### config.mk
export PLATFORM = sky130hd
export DESIGN_NAME = cfb_top
export DESIGN_NICKNAME = d
export VERILOG_FILES = /design/src/rtl/cfb_sync.v /design/src/rtl/cfb_pair.v /design/src/rtl/cfb_top.v
export VERILOG_INCLUDE_DIRS = /design/src /design/src/rtl
export SDC_FILE = /design/constraint.sdc
export NUM_CORES = 1
export LEC_CHECK = 0
export BUFFER_PORTS_ARGS = -buffer_cell sky130_fd_sc_hd__clkbuf_2
export CORE_ASPECT_RATIO = 0.7
export CORE_MARGIN = 8
export CORE_UTILIZATION = 59
export DETAILED_ROUTE_END_ITERATION = 10
export MAX_ROUTING_LAYER = met4
export PLACE_DENSITY_LB_ADDON = 0.08
export SLEW_MARGIN = 20
export SYNTH_ARGS = -nofsm -noshare
export SYNTH_HDL_FRONTEND = slang
export SYNTH_SLANG_ARGS = --single-unit
### constraint.sdc
create_clock -name i_clk -period 2.6 [get_ports i_clk]
set_clock_uncertainty 0.15 [all_clocks]
set_input_delay 0 -clock i_clk [delete_from_list [all_inputs] [get_ports i_clk]]
set_output_delay 0 -clock i_clk [all_outputs]
set_load 0.05 [all_outputs]
### src/rtl/cfb_defs.vh
// Purpose: constants for the clock fanout serial configuration block
// Assumes: included by cfb_top only; cfb_sync and cfb_pair do not include it
// Notes:   definitions only
`ifndef CFB_DEFS_VH
`define CFB_DEFS_VH
`define CFB_NUM_PAIRS   10
`define CFB_SHIFT_LEN   11
`define CFB_SEL_BIT     10
`define CFB_ST_LOAD     2'h0
`define CFB_ST_ARMED    2'h1
`define CFB_ST_DONE     2'h2
`endif

### src/rtl/cfb_sync.v
// Purpose: two flip-flop synchroniser for one level
// Assumes: i_clk is the block clock
// Notes:   first stage read only by the second stage
`timescale 1ns/1ns
`default_nettype none
module cfb_sync (
    input  wire i_clk,
    input  wire i_rst_n,
    input  wire i_async,
    output reg  o_sync
);
    reg meta;

    always @(posedge i_clk) begin
        if (!i_rst_n) begin
            meta   <= 1'b0;
            o_sync <= 1'b0;
        end else begin
            meta   <= i_async;
            o_sync <= meta;
        end
    end
endmodule
`default_nettype wire

### src/rtl/cfb_pair.v
// Purpose: one differential output pair
// Assumes: selected clock already chosen and fail-safe resolved
// Notes:   disabled pair drives both legs low (powered off)
`timescale 1ns/1ns
`default_nettype none
module cfb_pair (
    input  wire i_clk,
    input  wire i_rst_n,
    input  wire i_en,
    input  wire i_true,
    input  wire i_comp,
    output reg  o_true,
    output reg  o_comp
);
    always @(posedge i_clk) begin
        if (!i_rst_n) begin
            o_true <= 1'b0;
            o_comp <= 1'b0;
        end else if (i_en) begin
            o_true <= i_true;
            o_comp <= i_comp;
        end else begin
            o_true <= 1'b0;
            o_comp <= 1'b0;
        end
    end
endmodule
`default_nettype wire

### src/rtl/cfb_top.v
// Purpose: serial configuration and selection of a 1:10 clock fanout
// Assumes: all pins asynchronous to i_clk, sampled by two flip-flops;
//          config clock period well above four i_clk periods
// Notes:   reference clocks are sampled too, so outputs are a sampled copy
`timescale 1ns/1ns
`default_nettype none
`include "cfb_defs.vh"

module cfb_top #(
    parameter NUM_PAIRS = `CFB_NUM_PAIRS,
    parameter SHIFT_LEN = `CFB_SHIFT_LEN
) (
    input  wire                 i_clk,
    input  wire                 i_rst_n,
    input  wire                 i_config_shift_clock,
    input  wire                 i_serial_data,
    input  wire                 i_program_enable,
    input  wire                 i_ref_input_a,
    input  wire                 i_ref_input_a_n,
    input  wire                 i_ref_input_b,
    input  wire                 i_ref_input_b_n,
    output wire [NUM_PAIRS-1:0] o_output_pair,
    output wire [NUM_PAIRS-1:0] o_output_pair_n,
    output reg  [SHIFT_LEN-1:0] o_control,
    output reg  [1:0]           o_state
);
    localparam ST_LOAD  = `CFB_ST_LOAD;
    localparam ST_ARMED = `CFB_ST_ARMED;
    localparam ST_DONE  = `CFB_ST_DONE;
    localparam SEL_BIT  = `CFB_SEL_BIT;

    // config pins, each through two flops
    wire sck_s;
    wire sdi_s;
    wire pen_s;
    wire ra_s;
    wire ra_n_s;
    wire rb_s;
    wire rb_n_s;

    cfb_sync u_sck (
        .i_clk   (i_clk),
        .i_rst_n (i_rst_n),
        .i_async (i_config_shift_clock),
        .o_sync  (sck_s)
    );

    cfb_sync u_sdi (
        .i_clk   (i_clk),
        .i_rst_n (i_rst_n),
        .i_async (i_serial_data),
        .o_sync  (sdi_s)
    );

    cfb_sync u_pen (
        .i_clk   (i_clk),
        .i_rst_n (i_rst_n),
        .i_async (i_program_enable),
        .o_sync  (pen_s)
    );

    // reference legs too, so the outputs are a sampled copy
    cfb_sync u_ra (
        .i_clk   (i_clk),
        .i_rst_n (i_rst_n),
        .i_async (i_ref_input_a),
        .o_sync  (ra_s)
    );

    cfb_sync u_ran (
        .i_clk   (i_clk),
        .i_rst_n (i_rst_n),
        .i_async (i_ref_input_a_n),
        .o_sync  (ra_n_s)
    );

    cfb_sync u_rb (
        .i_clk   (i_clk),
        .i_rst_n (i_rst_n),
        .i_async (i_ref_input_b),
        .o_sync  (rb_s)
    );

    cfb_sync u_rbn (
        .i_clk   (i_clk),
        .i_rst_n (i_rst_n),
        .i_async (i_ref_input_b_n),
        .o_sync  (rb_n_s)
    );

    reg                 sck_d;
    reg [SHIFT_LEN-1:0] shift;
    reg [3:0]           count;
    reg [1:0]           next_state;
    reg [SHIFT_LEN-1:0] next_shift;
    reg [SHIFT_LEN-1:0] next_control;
    reg [3:0]           next_count;

    // data and enable share the clock's sync delay, so they line up
    wire sck_rise;
    wire clear_req;
    wire step_req;
    wire last_bit;

    assign sck_rise  = sck_s & ~sck_d;
    assign clear_req = sck_rise & ~pen_s;
    assign step_req  = sck_rise & pen_s;
    assign last_bit  = (count == SHIFT_LEN - 1);

    always @(posedge i_clk) begin
        if (!i_rst_n) begin
            sck_d <= 1'b0;
        end else begin
            sck_d <= sck_s;
        end
    end

    // state moves only on a rise; enable low restarts it
    always @* begin
        next_state = o_state;
        if (clear_req) begin
            next_state = ST_LOAD;
        end else if (step_req) begin
            case (o_state)
                ST_LOAD: begin
                    if (last_bit) begin
                        next_state = ST_ARMED;
                    end
                end
                ST_ARMED: begin
                    next_state = ST_DONE;
                end
                ST_DONE: begin
                    next_state = ST_DONE;
                end
                default: begin
                    next_state = ST_LOAD;
                end
            endcase
        end
    end

    // shift register and bit counter step only while loading
    always @* begin
        next_shift = shift;
        next_count = count;
        if (clear_req) begin
            next_shift = {SHIFT_LEN{1'b0}};
            next_count = 4'h0;
        end else if (step_req && o_state == ST_LOAD) begin
            // first bit in walks down to bit 0 after eleven steps
            next_shift = {sdi_s, shift[SHIFT_LEN-1:1]};
            next_count = count + 4'h1;
        end
    end

    // the register takes one copy per reset, on the step after loading
    always @* begin
        next_control = o_control;
        if (clear_req) begin
            next_control = {SHIFT_LEN{1'b0}};
        end else if (step_req) begin
            case (o_state)
                ST_ARMED: begin
                    next_control = shift;
                end
                ST_DONE: begin
                    next_control = o_control;
                end
                default: begin
                    next_control = o_control;
                end
            endcase
        end
    end

    // power-up clear via i_rst_n stands in for an explicit pin reset
    always @(posedge i_clk) begin
        if (!i_rst_n) begin
            o_state <= ST_LOAD;
        end else begin
            o_state <= next_state;
        end
    end

    // shift register
    always @(posedge i_clk) begin
        if (!i_rst_n) begin
            shift <= {SHIFT_LEN{1'b0}};
        end else begin
            shift <= next_shift;
        end
    end

    // control register
    always @(posedge i_clk) begin
        if (!i_rst_n) begin
            o_control <= {SHIFT_LEN{1'b0}};
        end else begin
            o_control <= next_control;
        end
    end

    // bit counter
    always @(posedge i_clk) begin
        if (!i_rst_n) begin
            count <= 4'h0;
        end else begin
            count <= next_count;
        end
    end

    // control bit 0 holds the first serial bit, which drives pair 9
    wire [NUM_PAIRS-1:0] prog_en;
    genvar g;
    generate
        for (g = 0; g < NUM_PAIRS; g = g + 1) begin : g_map
            assign prog_en[g] = o_control[NUM_PAIRS-1-g];
        end
    endgenerate

    // last serial bit sits in bit 10 and picks the reference
    wire                sel_prog;
    reg                 sel;
    reg [NUM_PAIRS-1:0] en_all;

    assign sel_prog = o_control[SEL_BIT];

    // standard mode ignores the register contents altogether
    always @* begin
        if (pen_s) begin
            sel = sel_prog;
        end else begin
            sel = sdi_s;
        end
    end

    always @* begin
        if (pen_s) begin
            en_all = prog_en;
        end else begin
            en_all = {NUM_PAIRS{1'b1}};
        end
    end

    // selected reference, before the fail-safe check
    reg src_t;
    reg src_c;
    reg out_t;
    reg out_c;

    always @* begin
        if (sel) begin
            src_t = rb_s;
            src_c = rb_n_s;
        end else begin
            src_t = ra_s;
            src_c = ra_n_s;
        end
    end

    // open or shorted input reads both legs equal
    always @* begin
        if (src_t ^ src_c) begin
            out_t = src_t;
            out_c = src_c;
        end else begin
            out_t = 1'b0;
            out_c = 1'b1;
        end
    end

    // every pair sees the same source; the enable gates it per pair
    generate
        for (g = 0; g < NUM_PAIRS; g = g + 1) begin : g_pair
            cfb_pair u_pair (
                .i_clk   (i_clk),
                .i_rst_n (i_rst_n),
                .i_en    (en_all[g]),
                .i_true  (out_t),
                .i_comp  (out_c),
                .o_true  (o_output_pair[g]),
                .o_comp  (o_output_pair_n[g])
            );
        end
    endgenerate
endmodule
`default_nettype wire

---- Yosys cells after proc, flatten, opt, wreduce, memory -nomap -nowiden ----
Cells that the tools add are included.
word-level totals
  flip-flop bits (word level) ............. 63
  input bits .............................. 9
  output and inout bits ................... 33
  logic and storage cells ................. 75
operators by class
  add/subtract/negate cells ............... 1
  eq/ne operators ......................... 4
  multiplexer cells ....................... 8
  bitwise gates (word level) .............. 7
  reductions and logical operators ........ 16
operator list
  cell                   count
  $reduce_and A2 Y1      12
  $mux W10               1
  $mux W1                5
  $add A4 B1 Y4 const B  1
  $eq A4 B4 Y1 const B   1
  $pmux W2 S2            1
  $reduce_or A2 Y1       2
  $and A1 B1 Y1          3
  $not A1 Y1             3
  $eq A2 B1 Y1 const B   1
  $eq A2 B2 Y1 const B   1
  $logic_not A2 Y1       1
  $mux W2                1
  $ne A2 B2 Y1 const B   1
  $logic_and A1 B1 Y1    1
  $xor A1 B1 Y1          1

---- Depth between registers and ports, before layout ----
  depth in word-level cells ............... 4
  mapped depth ............................ 7
  mapped depth without buffers ............ 5

---- Modules after synthesis ----
Synthesis repeated with hierarchy kept, for this count alone.
second synthesis, totals
  cells, all modules ...................... 222
  area total of the unflattened synthesis .. 2159.6 um2
modules (own cells, without submodules)
  module    times used  cells each  area each (um2)  seq. area each (um2)
  cfb_top   1           154         1266.2           580.6
  cfb_pair  10          4           52.6             40.0
  cfb_sync  7           4           52.6             40.0

---- Worst setup path before layout ----
OpenSTA, ideal clock, no wires.
  kind .................................... flip-flop to flip-flop
  from .................................... register o_state[0]
  to ...................................... register shift[10]
  library setup time ...................... 114 ps
  arrival time ............................ 1594 ps
  data required time ...................... 2336 ps
  path slack .............................. 742 ps
  stages on the path, launching flop included .. 8
  path buffers ............................ 2
  period minus slack after synthesis ...... 1858 ps
  path through ............................ dfxtp_1 -> inv_1 -> ha_1 -> and4b_1 -> buf_2 -> buf_4 -> nand2_1 -> a21oi_2
between the ends
  longest elaborated chain between the ends .. 2
ends and longest elaborated chain
  what                    RTL line       source
  start, declared         cfb_top.v:25   output reg [1:0] o_state
  start signal, assigned  cfb_top.v:182  o_state <= next_state;
  $logic_not A2 Y1        cfb_top.v:150  end else if (step_req && o_state == ST_LOAD) begin
  $logic_and A1 B1 Y1     cfb_top.v:150
  end signal, assigned    cfb_top.v:189  shift <= {SHIFT_LEN{1'b0}};
  end signal, assigned    cfb_top.v:191  shift <= next_shift;
  end, declared           cfb_top.v:92   reg [SHIFT_LEN-1:0] shift;
No other way between the ends.
A chain may end at the register's enable or synchronous reset.

---- Worst setup path after layout ----
  from .................................... register o_state[1]
  to ...................................... register count[3]
between the ends
  longest elaborated chain between the ends .. 2
ends and longest elaborated chain
  what                  RTL line       source
  $logic_not A2 Y1      cfb_top.v:150
  $logic_and A1 B1 Y1   cfb_top.v:150
  end signal, assigned  cfb_top.v:209  count <= next_count;
  end, declared         cfb_top.v:93   reg [3:0] count;
No other way between the ends.

==> impl_metrics.yaml <==
layout:
  final_nets: 286
  drive_above_1_share_pct: 29.2
  layoutNonFillerInstCount: 329
  area_delta_synth_final_pct: 11.6
  diodes: 0
  stdcell_area_sq_mm: 0.00268
clock_network:
  tritoncts: "built"
  clock_latency_ps: 320
  max-clock-path-buffers: 2
  cts_sinks: 63
  root_buffer: "clkbuf_8"
  cts_max_level: 3
  cts_made_buffers: 9
  post-cts-setup-buffers: 0
  clk_pin_slew_ps: 60
route:
  drc: 0
  drtPass1Iterations: 4
  wl_per_cell_um: 12.2
  vias: 1602
  drtIter0Drc: 97
  ant_nets: 0
  wirelength_um: 4020
  viasPerCell: 4.87
floorplanning:
  die_area_sq_mm: 0.00640
  start_util_pct: 61.2
  fp.dieH_um: 69.4
  io_pins: 42
  fp.dieW_um: 92.3
  rows: 19
  coreArea_sq_mm: 0.00392
power_and_ir_drop:
  power.total_mw: 1.92
  p_sw_share_pct: 23.7
  combPwrFrac_pct: 7.7
  leakage_nw: 1.05
  p_sw_uw: 456
  irDropWorstVdd_v: 0.000549
  p_int_mw: 1.46
  seqPwrFrac_pct: 52.2
  pwr-share-clk_pct: 40.1
  power.density_mw_per_mm2: 716
sta:
  finalCritPeriodShare_pct: 69.4
  min_period_ps: 1810
  hold_viol: 0
  setup_slack_ps: 795
  fmax_mhz: 554
  fin_tns_setup_ps: 0
  drv_slew: 0
  slew_headroom_pct: 63.5
  setup_viol: 0
  tightest_slew_ps: 547
  rsz0062_at_grt: "false"
setup_path:
  worstPathRequired_ps: 2710
  critPathLaunchType: "flop"
  crit_type: "reg2reg"
  worstPathMaxFanout: 15
  cp.arrival_ps: 1920
  endpoint_kind: "flop"
global_routing:
  grt_max_degree: 29
  grt_use_total_pct: 13.7
  antenna_found_initial: 0
  overflow: 0
  grt_use_met2_pct: 20.3
  use_met3_pct: 7.35
  grt_pass1_vias: 1488
  grt_pass1_wl_um: 6780
  met1_usage_pct: 15.5
  grt-busiest-layer: "met2"
synthesis:
  yosys_most_used_dff: "dfxtp_1"
  async_flop_share_pct: 0
  synth_edf_count: 0
  syn_area_sq_mm: 0.00240
  synth_top_area_share_pct: 52.5
  ys_warn_count: 0
  synth_top_area_cell: "dfxtp_1"
  synthTopCellsByArea: "dfxtp_1 53%, a21oi_2 6.9%, nand2_1 6.9%, buf_4 6.6%, and2_1 3.9%"
  syn_avg_cell_area_sq_um: 9.81
  syn-num-nets: 258
  synth.distinct_cells: 31
  synthCells: 245
  yosysSeqAreaShare_pct: 52.5
  synth-seq-cells: 63
placed_design:
  placed_cell_area_sq_mm: 0.00243
  place_ws_ps: 801
  dpl.cell_count: 307
  dp_hpwl_um: 2660
  gp_congestion: 0.786
  io_buffers: 41
hold_path:
  hp-class: "in2reg"
outcome:
  status: "completed"
flow_run:
  maxCapViolations: 0
-- cell usage in the layout, fill, tap and decap left out --
cell            n
dfxtp_1        63
nand2_1        44
clkbuf_2       41
nor2_1         22
a21oi_2        19
and2_1         15
o21ai_0        13
clkbuf_8        9
dlygate4sd3_1   7
a21oi_1         6
inv_1           5
ha_1            4
clkinv_2        4
nand3_1         3
nand2b_1        2
mux2i_4         2
and4b_1         2
or3_1           2
nand3b_1        2
mux2_4          1
nand4b_2        1
or3b_4          1
nand2_8         1
nand4b_1        1
a211oi_1        1
xnor2_1         1
nor2_2          1
nor3b_1         1
mux2i_1         1
bufinv_16       1
clkbuf_1        1
-- stage by stage --
stage	hold WS [ps]	util, %
after floorplan	-22.7	-
after global placement	55.6	62.0
after detailed placement	61.0	62.0
after CTS	145	68.4
after global routing	208	68.4
final	164	68.4
-- path summary, 6_finish.rpt --
kind | startpoint | to | slack [ps] | cells after the start
max | o_state[1] | count[3] | 790 | 5
min | i_rst_n | o_state[1] | 160 | 3
max reg2reg | o_state[1] | count[3] | 790 | 5
min reg2reg | u_sdi.meta | u_sdi.o_sync | 280 | 1
-- routing by layer --
layer  up-vias  share of wire, %
li1        828                 -
met1       721                47
met2        46                43
met3         7               8.8
met4         0              0.97
met5         -                 0
-- worst max-delay path: stages (launching register included) --
cell      delay, ps
dfxtp_1         330
inv_1            70
ha_1            220
nand4b_2        350
or3_1           480
a21oi_2         130
-- state kept, by name, summed over array words and instances, names as in the netlist, 2 cells and up --
register / cells
o_control: 11
shift: 11
g_pair.u_pair.o_comp: 10
g_pair.u_pair.o_true: 10
count: 4
o_state: 2
-- what timing repair did --
item                                   4_1_cts  5_1_grt
hold buffers                                 7        0
gates resized for setup                      0        0
endpoints found under the hold margin        7        0
-- cells in the mapped netlist, types with 2 or more instances --
cell      count
and2_1       15
dfxtp_1      63
clkbuf_1      3
a21oi_2      19
nand2b_1      2
buf_2         3
and4b_1       2
mux2i_4       2
ha_1          4
buf_4        21
o21ai_0      13
nand3_1       3
nor2_1       22
nand2_1      44
or3_1         2
buf_12        2
nand3b_1      2
inv_1         5
a21oi_1       6
-- cell type report --
type	instances	area (sq um)
clock inverter	5	50.0
fill	323	1240
sequential	63	1260
clock buffer	10	128
multi-input combinational	146	883
timing repair buffer	48	275
tap	52	65.1
inverter	5	18.8
-- power groups by stage --
stage          sequential (mW)  combinational, mW  clock [mW]
2_1_floorplan             1.02              0.144           0
3_3_place_gp              1.02              0.139           0
3_5_place_dp              1.02              0.140           0
4_1_cts                   1.00              0.148       0.792
5_1_grt                   1.00              0.158       0.834
6_report                  1.00              0.147       0.770
-- logic make-up after synthesis --
group | after synthesis | synth area share, %
XOR/XNOR | 1 | 0.365
buffers and inverters | 36 | 10.7
flip-flops | 63 | 52.5
multiplexers | 4 | 2.92
AO/OA/AOI/OAI | 39 | 11.2
adder cells (fa/ha/maj) | 4 | 2.08
AND/OR/NAND/NOR | 98 | 20.2
(Power assumes the default switching activity.)
